==> src/pkg/scl_regs.vh <==
// Purpose: Bit positions and constants for the synthesizer configuration latches.
// Assumes: 24-bit serial words, MSB first, latch select in bits 1:0.
// Notes: Positions follow the serial word layout of each latch.
// How it works
// - Select bits (1,0) load feedback latch
// - Select bits (0,1) load reference latch
// - Select bits (0,0) load control latch
// - Strobe rise transfers 24 shifted bits
// - Two three-bit pump current fields
// - Two-bit output power level field
// - Mute outputs until lock when set
// - Gain flag picks current setting two
// - Three-state bit floats charge pump
// - Polarity bit one means positive detector
// - Three-bit monitor output select field
// - Counter reset bit holds R, A, B
// - Five-bit swallow counter, 0 to 31
// - Thirteen-bit main counter, 3 to 8191
// - Division equals prescaler times main plus swallow
// - Shared gain flag follows latest write
// - Feedback bit enables output halving
// - Feedback bit feeds halved output to prescaler
// - Fourteen-bit reference divider, 1 to 16383
// - Lock after five or three good cycles
// - Test bit zero ignores factory test latch
// - Band clock divider after reference divider
`ifndef SCL_REGS_VH
`define SCL_REGS_VH
`define SCL_WORD_W 24
`define SCL_SEL_CTRL 2'h0
`define SCL_SEL_REF 2'h1
`define SCL_SEL_FB 2'h2
`define SCL_WORD_RST 24'h000000
// Control latch fields
`define SCL_C_CNT_RST 4
`define SCL_C_MON_LO 5
`define SCL_C_POL 8
`define SCL_C_TRI 9
`define SCL_C_GAIN 10
`define SCL_C_MUTE 11
`define SCL_C_LVL_LO 12
`define SCL_C_CPA_LO 14
`define SCL_C_CPB_LO 17
`define SCL_C_CORE_LO 2
`define SCL_C_PRE_LO 22
// Feedback latch fields
`define SCL_F_A_LO 2
`define SCL_F_B_LO 8
`define SCL_F_GAIN 21
`define SCL_F_HALVE 22
`define SCL_F_PSRC 23
// Reference latch fields
`define SCL_R_R_LO 2
`define SCL_R_ABP_LO 16
`define SCL_R_LDP 18
`define SCL_R_TMB 19
`define SCL_R_BSC_LO 20
// Lock-detect cycle counts
`define SCL_LOCK_FINE 3'h5
`define SCL_LOCK_COARSE 3'h3
`endif

==> src/hdl/scl_config_latches.v <==
// Purpose: Serial-loaded configuration latch bank driving the synthesizer controls.
// Assumes: Serial clock, data and strobe are synchronous to i_ref_clk.
// Notes: Lock detect counts reference-divider pulses flagged by the phase detector.
// Notes: Latches clear only on i_resetn; the device itself has no reset pin.
// Notes: Select code 2'h3 words are dropped, so no latch sees a stray load.
// Notes: The test latch is not modelled; the test bit cannot change any output.
// Notes: Every output is a flip-flop; field outputs sit one clock behind the latch contents, o_locked and o_band_clk follow the counters.
`include "scl_regs.vh"
module scl_config_latches (
  // Clock and reset
  input wire i_ref_clk,
  input wire i_resetn,
  // Serial load interface
  input wire i_ser_clk,
  input wire i_ser_data,
  input wire i_load_strobe,
  // Loop status
  input wire i_ref_tick,
  input wire i_phase_ok,
  // Divider settings
  output reg [1:0] o_prescaler_sel,
  output reg [4:0] o_swallow_count,
  output reg [12:0] o_main_count,
  output reg [13:0] o_ref_div,
  output reg [18:0] o_total_div,
  output reg o_output_halve_en,
  output reg o_prescaler_src_halved,
  // Charge pump and detector
  output reg [2:0] o_pump_current,
  output reg o_pump_gain_flag,
  output reg o_pump_tristate,
  output reg o_detector_polarity,
  output reg [1:0] o_antibacklash,
  output reg o_counter_reset,
  // Output stage and monitor
  output reg [1:0] o_out_level,
  output reg [1:0] o_core_level,
  output reg o_rf_out_en,
  output reg [2:0] o_monitor_sel,
  output reg o_locked,
  output reg o_band_clk
);

  ////////////////////////////////////////////////////////////////////
  reg [23:0] shift_r;
  reg ser_clk_d_r;
  reg strobe_d_r;
  reg [23:0] ctrl_r;
  reg [23:0] fb_r;
  reg [23:0] ref_r;
  reg gain_r;
  reg [2:0] lock_cnt_r;
  reg [4:0] band_cnt_r;
  reg band_clk_r;
  wire ser_rise;
  wire strobe_rise;
  wire [1:0] sel;
  wire [2:0] lock_need;
  wire [4:0] band_div;
  wire [5:0] pmod;

  assign ser_rise = i_ser_clk & ~ser_clk_d_r;
  assign strobe_rise = i_load_strobe & ~strobe_d_r;
  assign sel = shift_r[1:0];
  // Five good cycles in fine mode, three otherwise
  assign lock_need = ref_r[`SCL_R_LDP] ? `SCL_LOCK_FINE : `SCL_LOCK_COARSE;
  // Band clock divide ratio: 1, 2, 4 or 8 from the two-bit field
  assign band_div = 5'h01 << ref_r[`SCL_R_BSC_LO +: 2];
  // Prescaler modulus 8, 16 or 32
  assign pmod = (ctrl_r[`SCL_C_PRE_LO +: 2] == 2'h0) ? 6'h08 :
                (ctrl_r[`SCL_C_PRE_LO +: 2] == 2'h1) ? 6'h10 : 6'h20;

  ////////////////////////////////////////////////////////////////////
  // Field slices, named once so the output logic reads plainly
  wire [1:0] pre_f;
  wire [2:0] cpa_f;
  wire [2:0] cpb_f;
  wire [1:0] lvl_f;
  wire mute_f;
  wire tri_f;
  wire pol_f;
  wire [2:0] mon_f;
  wire cnt_rst_f;
  wire [1:0] core_f;
  wire [4:0] a_f;
  wire [12:0] b_f;
  wire halve_f;
  wire psrc_f;
  wire [13:0] r_f;
  wire [1:0] abp_f;

  // Control word fields
  assign pre_f = ctrl_r[`SCL_C_PRE_LO +: 2];
  assign cpa_f = ctrl_r[`SCL_C_CPA_LO +: 3];
  assign cpb_f = ctrl_r[`SCL_C_CPB_LO +: 3];
  assign lvl_f = ctrl_r[`SCL_C_LVL_LO +: 2];
  assign mute_f = ctrl_r[`SCL_C_MUTE];
  assign tri_f = ctrl_r[`SCL_C_TRI];
  assign pol_f = ctrl_r[`SCL_C_POL];
  assign mon_f = ctrl_r[`SCL_C_MON_LO +: 3];
  assign cnt_rst_f = ctrl_r[`SCL_C_CNT_RST];
  assign core_f = ctrl_r[`SCL_C_CORE_LO +: 2];

  // Feedback word fields; the reserved bit is never read
  assign a_f = fb_r[`SCL_F_A_LO +: 5];
  assign b_f = fb_r[`SCL_F_B_LO +: 13];
  assign halve_f = fb_r[`SCL_F_HALVE];
  assign psrc_f = fb_r[`SCL_F_PSRC];

  // Reference word fields
  assign r_f = ref_r[`SCL_R_R_LO +: 14];
  assign abp_f = ref_r[`SCL_R_ABP_LO +: 2];

  ////////////////////////////////////////////////////////////////////
  // Shift in on serial clock rise, MSB first
  always @(posedge i_ref_clk or negedge i_resetn)
  begin
    if (!i_resetn)
    begin
      shift_r <= `SCL_WORD_RST;
      ser_clk_d_r <= 1'b0;
      strobe_d_r <= 1'b0;
    end
    else
    begin
      ser_clk_d_r <= i_ser_clk;
      strobe_d_r <= i_load_strobe;
      if (ser_rise)
        shift_r <= {shift_r[22:0], i_ser_data};
    end
  end

  // Strobe rise copies the word into the addressed latch only
  always @(posedge i_ref_clk or negedge i_resetn)
  begin
    if (!i_resetn)
    begin
      ctrl_r <= `SCL_WORD_RST;
      fb_r <= `SCL_WORD_RST;
      ref_r <= `SCL_WORD_RST;
      gain_r <= 1'b0;
    end
    else if (strobe_rise)
    begin
      case (sel)
        `SCL_SEL_CTRL:
        begin
          ctrl_r <= shift_r;
          gain_r <= shift_r[`SCL_C_GAIN];
        end
        `SCL_SEL_FB:
        begin
          fb_r <= shift_r;
          gain_r <= shift_r[`SCL_F_GAIN];
        end
        `SCL_SEL_REF:
          ref_r <= shift_r;
        default:
          gain_r <= gain_r; // Initialisation word: not held here
      endcase
    end
  end

  ////////////////////////////////////////////////////////////////////
  // Lock detector counts consecutive good reference cycles
  always @(posedge i_ref_clk or negedge i_resetn)
  begin
    if (!i_resetn)
    begin
      lock_cnt_r <= 3'h0;
      o_locked <= 1'b0;
    end
    else if (ctrl_r[`SCL_C_CNT_RST] || strobe_rise)
    begin
      // Any reprogramming restarts the lock search
      lock_cnt_r <= 3'h0;
      o_locked <= 1'b0;
    end
    else if (i_ref_tick)
    begin
      if (!i_phase_ok)
      begin
        lock_cnt_r <= 3'h0;
        o_locked <= 1'b0;
      end
      else if (lock_cnt_r + 3'h1 >= lock_need)
      begin
        lock_cnt_r <= lock_need;
        o_locked <= 1'b1;
      end
      else
        lock_cnt_r <= lock_cnt_r + 3'h1;
    end
  end

  // Band-select clock toggles every band_div reference ticks
  always @(posedge i_ref_clk or negedge i_resetn)
  begin
    if (!i_resetn)
    begin
      band_cnt_r <= 5'h00;
      band_clk_r <= 1'b0;
    end
    else if (ctrl_r[`SCL_C_CNT_RST])
    begin
      band_cnt_r <= 5'h00;
      band_clk_r <= 1'b0;
    end
    else if (i_ref_tick)
    begin
      if (band_cnt_r + 5'h01 >= band_div)
      begin
        band_cnt_r <= 5'h00;
        band_clk_r <= ~band_clk_r;
      end
      else
        band_cnt_r <= band_cnt_r + 5'h01;
    end
  end

  ////////////////////////////////////////////////////////////////////
  // Next values that need more than a plain field copy
  reg [18:0] total_nxt;
  reg [2:0] pump_nxt;
  reg tristate_nxt;
  reg rf_en_nxt;

  always @*
  begin
    // Width fits 32 x 8191 + 31, so nothing is lost
    total_nxt = {13'h0000, pmod} * {6'h00, b_f} + {14'h0000, a_f};
    pump_nxt = gain_r ? cpb_f : cpa_f;
    // Test latch not modelled, so the test bit cannot float the pump
    tristate_nxt = tri_f;
    // Muted until lock when mute bit set; lock lags one clock
    rf_en_nxt = ~mute_f | o_locked;
  end

  // Divider counts and total division
  always @(posedge i_ref_clk or negedge i_resetn)
  begin
    if (!i_resetn)
    begin
      o_prescaler_sel <= 2'h0;
      o_swallow_count <= 5'h00;
      o_main_count <= 13'h0000;
      o_total_div <= 19'h00000;
    end
    else
    begin
      o_prescaler_sel <= pre_f;
      o_swallow_count <= a_f;
      o_main_count <= b_f;
      o_total_div <= total_nxt;
    end
  end

  // Reference divider and output halving
  always @(posedge i_ref_clk or negedge i_resetn)
  begin
    if (!i_resetn)
    begin
      o_ref_div <= 14'h0000;
      o_output_halve_en <= 1'b0;
      o_prescaler_src_halved <= 1'b0;
    end
    else
    begin
      o_ref_div <= r_f;
      o_output_halve_en <= halve_f;
      o_prescaler_src_halved <= psrc_f;
    end
  end

  // Charge pump current, gain and three-state
  always @(posedge i_ref_clk or negedge i_resetn)
  begin
    if (!i_resetn)
    begin
      o_pump_current <= 3'h0;
      o_pump_gain_flag <= 1'b0;
      o_pump_tristate <= 1'b0;
    end
    else
    begin
      o_pump_current <= pump_nxt;
      o_pump_gain_flag <= gain_r;
      o_pump_tristate <= tristate_nxt;
    end
  end

  // Detector polarity, antibacklash and counter reset
  always @(posedge i_ref_clk or negedge i_resetn)
  begin
    if (!i_resetn)
    begin
      o_detector_polarity <= 1'b0;
      o_antibacklash <= 2'h0;
      o_counter_reset <= 1'b0;
    end
    else
    begin
      o_detector_polarity <= pol_f;
      o_antibacklash <= abp_f;
      o_counter_reset <= cnt_rst_f;
    end
  end

  // Output stage levels and mute
  always @(posedge i_ref_clk or negedge i_resetn)
  begin
    if (!i_resetn)
    begin
      o_out_level <= 2'h0;
      o_core_level <= 2'h0;
      o_rf_out_en <= 1'b0;
    end
    else
    begin
      o_out_level <= lvl_f;
      o_core_level <= core_f;
      o_rf_out_en <= rf_en_nxt;
    end
  end

  // Monitor select and band-select clock
  always @(posedge i_ref_clk or negedge i_resetn)
  begin
    if (!i_resetn)
    begin
      o_monitor_sel <= 3'h0;
      o_band_clk <= 1'b0;
    end
    else
    begin
      o_monitor_sel <= mon_f;
      o_band_clk <= band_clk_r;
    end
  end

endmodule // scl_config_latches

==> config.mk <==
export PLATFORM = sky130hd
export DESIGN_NAME = scl_config_latches
export DESIGN_NICKNAME = d
export VERILOG_FILES = /design/src/hdl/scl_config_latches.v
export VERILOG_INCLUDE_DIRS = /design/src /design/src/pkg
export SDC_FILE = /design/constraint.sdc
export NUM_CORES = 1
export LEC_CHECK = 0
export BUFFER_PORTS_ARGS = -buffer_cell sky130_fd_sc_hd__buf_4
export CORE_MARGIN = 3
export CORE_UTILIZATION = 55
export CTS_BUF_LIST = sky130_fd_sc_hd__clkbuf_2 sky130_fd_sc_hd__clkbuf_4 sky130_fd_sc_hd__clkbuf_8
export DETAILED_ROUTE_END_ITERATION = 6
export PLACE_DENSITY = 0.79
export SLEW_MARGIN = 20
export SYNTH_ARGS = -nofsm -noshare
export SYNTH_HDL_FRONTEND = slang
export SYNTH_SLANG_ARGS = --single-unit
==> constraint.sdc <==
create_clock -name i_ref_clk -period 3.6 [get_ports i_ref_clk]
set_input_delay 0.36 -clock i_ref_clk [delete_from_list [all_inputs] [get_ports i_ref_clk]]
set_output_delay 0.36 -clock i_ref_clk [all_outputs]
set_load 0.05 [all_outputs]
# Word-level counts from Yosys, hierarchy flattened
# Index checks and enable logic that the tools add are counted.
[totals]
regBits = 180
in_bits = 7
output_inout_bits = 74
[classes]
addsub = 3
n_mul = 1
n_lt_le_gt_ge = 2
n_eq_ne = 4
shift = 1
mux = 19
bitwise_logic = 7
reduce_logical = 13
[ops]
columns = ["cell", "n"]
rows = [
  ["$add A19 B5 Y19", 1],
  ["$mul A6 B13 Y19", 1],
  ["$mux W3", 6],
  ["$mux W5", 3],
  ["$mux W6", 2],
  ["$reduce_and A2 Y1", 6],
  ["$reduce_bool A2 Y1", 4],
  ["$mux W1", 7],
  ["$add A5 B1 Y5 const B", 1],
  ["$ge A5 B5 Y1", 1],
  ["$shl A1 B2 Y5 const A", 1],
  ["$eq A2 B1 Y1 const B", 2],
  ["$logic_not A2 Y1", 2],
  ["$not A1 Y1", 4],
  ["$add A3 B1 Y3 const B", 1],
  ["$ge A3 B3 Y1", 1],
  ["$ne A3 B1 Y1 const B", 1],
  ["$and A1 B1 Y1", 2],
  ["$eq A2 B2 Y1 const B", 1],
  ["$pmux W1 S2", 1],
  ["$logic_or A1 B1 Y1", 1],
  ["$or A1 B1 Y1", 1],
]

# Depth between registers and ports, before layout
[logic_depth]
depth_word = 6
depth_mapped = 15
ltp_nobuf = 13

# Worst setup path before layout
# No wires, ideal clock.
[synth_timing]
path_kind = "register to register"
start = "register ctrl_r[23]"
end = "register o_total_div[15]"
t_arrival_ns = 3.584
required_ns = 3.467
slack_ns = -0.116
stages_incl_launch_ff = 15
period_less_slack_ns = 3.716
path_cell_list = "dfrtp_1 nor2b_1 clkbuf_1 nand2_1 fa_1 inv_1 ha_1 ha_1 ha_1 ha_1 a21oi_1 o211ai_1 a221oi_2 mux2i_1 nand4_1"
[synth_via]
elab_chain_cells = 5
elab_cells_between_ends = 6
[synth_rtl]
columns = ["element", "line", "rtl"]
rows = [
  ["start: declaration", "scl_config_latches.v:48", "reg [23:0] ctrl_r;"],
  ["start signal: assignment", "scl_config_latches.v:138", "ctrl_r <= `SCL_WORD_RST;"],
  ["start signal: assignment", "scl_config_latches.v:148", "ctrl_r <= shift_r;"],
  ["$eq A2 B1 Y1", "scl_config_latches.v:71", "(ctrl_r[`SCL_C_PRE_LO +: 2] == 2'h1) ? 6'h10 : 6'h20;"],
  ["$mux W6", "scl_config_latches.v:71", ""],
  ["$mux W6 (*)", "scl_config_latches.v:70", "assign pmod = (ctrl_r[`SCL_C_PRE_LO +: 2] == 2'h0) ? 6'h08 :"],
  ["$mul A6 B13 Y19 (*)", "scl_config_latches.v:231", "total_nxt = {13'h0000, pmod} * {6'h00, b_f} + {14'h0000, a_f};"],
  ["$add A19 B5 Y19 (*)", "scl_config_latches.v:231", ""],
  ["net total_nxt[15]", "scl_config_latches.v:223", "reg [18:0] total_nxt;"],
  ["end signal: assignment", "scl_config_latches.v:254", "o_total_div <= total_nxt;"],
  ["end: declaration", "scl_config_latches.v:25", "output reg [18:0] o_total_div,"],
]
# Mark *: on every way through the listed nets, which the timed path passes. The rest lies on a longest branch.
# A chain may end at the register's enable or synchronous reset.

# Worst setup path in the final report
[layout_timing]
start = "register ctrl_r[23]"
end = "register o_total_div[18]"
# Same word-level chain as after synthesis.

==> run summary <==
result of the run -> finished, final reports clean
Syn Nets -> 597
cell repeated most along the worst path -> ha_4
Reg power frac -> 0.452
layout cells sized above 1 -> 0.420
Logic pwr share -> 0.329
initial antenna violation count -> 0
fin crit share -> 0.988
LEAKAGE -> 4.53 nW
total of max-cap violations -> 0
chip height -> 121 um
Final GP Congestion -> 0.829
final core occ -> 0.704
P&R area growth vs syn -> 23.7%
Slew headroom -> 0.311
1st-iter DRT viols -> 191
internal power -> 3.64 mW
initial core utilization -> 0.569
vias in the first global route -> 4,641
die width -> 121 um
pin count of the biggest net entering global routing -> 95
critical path startpoint category -> flip-flop
CTS H-tree depth -> 4
Power per Cell Area -> 663 mW/mm^2
share of the synthesized area in the top cell type -> 0.568
gr ovfl total -> 0
leading area contributor after synthesis -> dfrtp_1
root buffer cell -> clkbuf_8
clk_lat worst skew -> 0.46 ns
post-placement setup slack -> -0.0628 ns
global-route wire length before repair -> 22,400 um
Crit path max-delay family -> adder cells
switching share of power -> 0.389
dpl hpwl -> 9010 um
final hold violation count -> 0
EDFF count, synth -> 0
worst-path fanout max -> 5
worst path arrival time -> 3.90 ns
routed vias/inst -> 5.37
slowest CP cell -> fa_1
post-synthesis async set-or-reset flop share -> 1.00
clk buf depth -> 2
top cells by count, synth -> dfrtp_1 (165), mux2_2 (85), ha_1 (58), nand2_1 (28)
synth unique cells -> 47
most common flop cell mapped by yosys -> dfrtp_1
CTS Buf Count -> 17
kind of critical path -> flip-flop to flip-flop
Final nets -> 706
Clk pwr share -> 0.219
Final min period -> 3.56 ns
Reg clk slew, reported paths -> 0.09 ns
syn_area_per_cell -> 14.0 sq um
post-synthesis register bit count -> 165
IO Port Bufs -> 80
Core Area -> 0.0128 sq mm
I/O pin count -> 81
die area -> 0.0146 sq mm
CP Cell Sequence -> nor2_1 -> buf_4 -> nand2_2 -> fa_1 -> inv_2 -> ha_4 -> ha_4 -> ha_4 -> ha_4 -> buf_4 -> o21ai_0 -> nand2b_1 -> o2111ai_2 -> a221o_1 -> xnor2_1
1st-pass router iterations -> 4
Peak Freq -> 281 MHz
TritonCTS clock tree -> done
number of diodes -> 0
delay of the slowest cell on the worst path -> 0.59 ns
vias post-DR -> 4,365
post-synthesis sequential area ratio -> 0.568
Mapped Area -> 0.00727 sq mm
Detail Route Antenna Nets -> 0
row cnt -> 41
Setup Viol. Count Final -> 0
RSZ-0062 raised after global routing -> true
actual slew at the worst max-slew pin -> 1.03 ns
VDD IR max -> 695 uV
switching power -> 2.32 mW
Req. time, crit path -> 3.95 ns
Setup Skew -> 0.0187 ns
worst hold path type -> input pin to flip-flop
Routed WL per cell -> 17.3 um
Sinks on Clock Net -> 165
Post-Synthesis Cells -> 519
Synthesis Warnings -> 0
nature of the critical path endpoint -> flip-flop
most common cell in the netlist -> dfrtp_1
crit path buf inv count -> 3
gr usage total -> 0.196
WL final -> 14,100 um
drc violations -> 0
max-slew violation count -> 0
Synth area leaders -> dfrtp_1 (57%), mux2_2 (13%), ha_1 (10%), fa_1 (3.6%), and2_1 (2.0%)
Final Worst Setup Slack -> 0.0417 ns
Hold WS -> 0.135 ns
## per-stage QoR
stage | area [sq um] | TNS [ns] | instances | power (mW)
CTS | 8710 | 0 | 812 | 5.97
detailed placement | 8170 | -0.144 | 773 | 4.64
floorplan | 7290 | 0 | 519 | 3.98
finish | 8990 | 0 | 813 | 5.96
global placement | 8170 | 0 | 773 | 4.58
global route | 8990 | -0.223 | 813 | 6.27
## layer usage
metal	GRT usage	vias up	routed length [um]
met5	0	-	0
met2	0.330	96	7280
li1	-	2013	-
met3	0.0681	23	756
met4	0.0595	0	305
met1	0.239	2233	5730
## sequential cells by signal, summed over array words and instances, names as in the netlist, 2 cells and up
register,count
o_core_level,2
o_swallow_count,2
o_pump_current,3
band_cnt_r,5
fb_r,20
lock_cnt_r,3
o_main_count,13
o_antibacklash,2
o_out_level,2
shift_r,24
o_monitor_sel,3
ref_r,19
o_ref_div,14
o_total_div,19
o_prescaler_sel,2
ctrl_r,19
## path summary, 6_finish.rpt
path	from	slack [ns]	cells past startpoint	to
setup / recovery	ctrl_r[23]	0.04	15	o_total_div[18]
min in group asynchronous	i_resetn	0.45	2	o_total_div[14]
setup reg to reg	ctrl_r[23]	0.04	15	o_total_div[18]
hold reg to reg	ref_r[6]	0.37	0	o_ref_div[4]
hold / removal	i_ser_data	0.14	2	shift_r[0]
max in group asynchronous	i_resetn	2.26	3	lock_cnt_r[0]
## final cells by class
cell class	count	area, sq um
clock buffers	18	248
clock inverters	14	144
fillers	873	3780
inverters	23	86.3
multi-input cells	316	3340
flip-flops and latches	165	4130
well taps	172	215
repair buffers	105	832
## repair_timing
item | in CTS | in global routing
pin swaps | 4 | 17
setup endpoints to repair | 3 | 5
cloned | 0 | 0
hold endpoints to repair | 73 | 0
hold buffers | 3 | 0
resized for setup | 8 | 37
buffers inserted | 4 | 2
## cell families after synthesis
logic type                 after synthesis  share of synthesized area
adders and majority gates               71                      0.136
muxes                                   89                      0.137
DFF                                    165                      0.568
AOI/OAI and AO/OA                       47                     0.0472
and+or+nand+nor                         93                     0.0701
xor gates and xnor gates                16                     0.0193
buffers and inverters                   38                     0.0227
## power groups by stage
| stage | logic, mW | clock network (mW) | registers [mW] |
|---|---|---|---|
| global route | 2.08 | 1.42 | 2.76 |
| detailed placement | 1.91 | 0 | 2.73 |
| finish | 1.96 | 1.31 | 2.69 |
| global placement | 1.87 | 0 | 2.71 |
| CTS | 1.94 | 1.33 | 2.70 |
| floorplan | 0.602 | 0 | 3.38 |
## cells in the final DEF, fill, tap and decap left out, types with 2 or more instances in the layout
| cell | synthesis | final |
|---|---|---|
| xor2_1 | 7 | 7 |
| a221o_1 | 2 | 2 |
| ha_4 | 0 | 21 |
| dlygate4sd3_1 | 0 | 3 |
| nand2b_1 | 6 | 6 |
| a21oi_2 | 1 | 6 |
| inv_6 | 0 | 3 |
| buf_4 | 4 | 97 |
| nor2_1 | 11 | 11 |
| and2_1 | 23 | 23 |
| nand2_1 | 28 | 27 |
| nor2b_1 | 5 | 3 |
| o21ai_0 | 7 | 6 |
| o211ai_1 | 2 | 2 |
| clkinv_2 | 0 | 2 |
| inv_8 | 0 | 2 |
| inv_1 | 23 | 22 |
| clkbuf_8 | 0 | 18 |
| nand3_1 | 6 | 5 |
| ha_2 | 0 | 4 |
| a31o_2 | 2 | 2 |
| ha_1 | 58 | 33 |
| a31oi_1 | 2 | 2 |
| or3_1 | 2 | 2 |
| mux2_2 | 85 | 85 |
| a21o_1 | 7 | 7 |
| a21oi_1 | 12 | 6 |
| buf_12 | 0 | 2 |
| dfrtp_1 | 165 | 165 |
| a22o_1 | 2 | 2 |
| xnor2_1 | 9 | 8 |
| mux2i_1 | 4 | 4 |
| nand4_1 | 2 | 2 |
| fa_1 | 13 | 12 |
| clkinvlp_4 | 0 | 4 |
| buf_6 | 0 | 3 |
No activity file was read; power rests on OpenSTA's default activity.
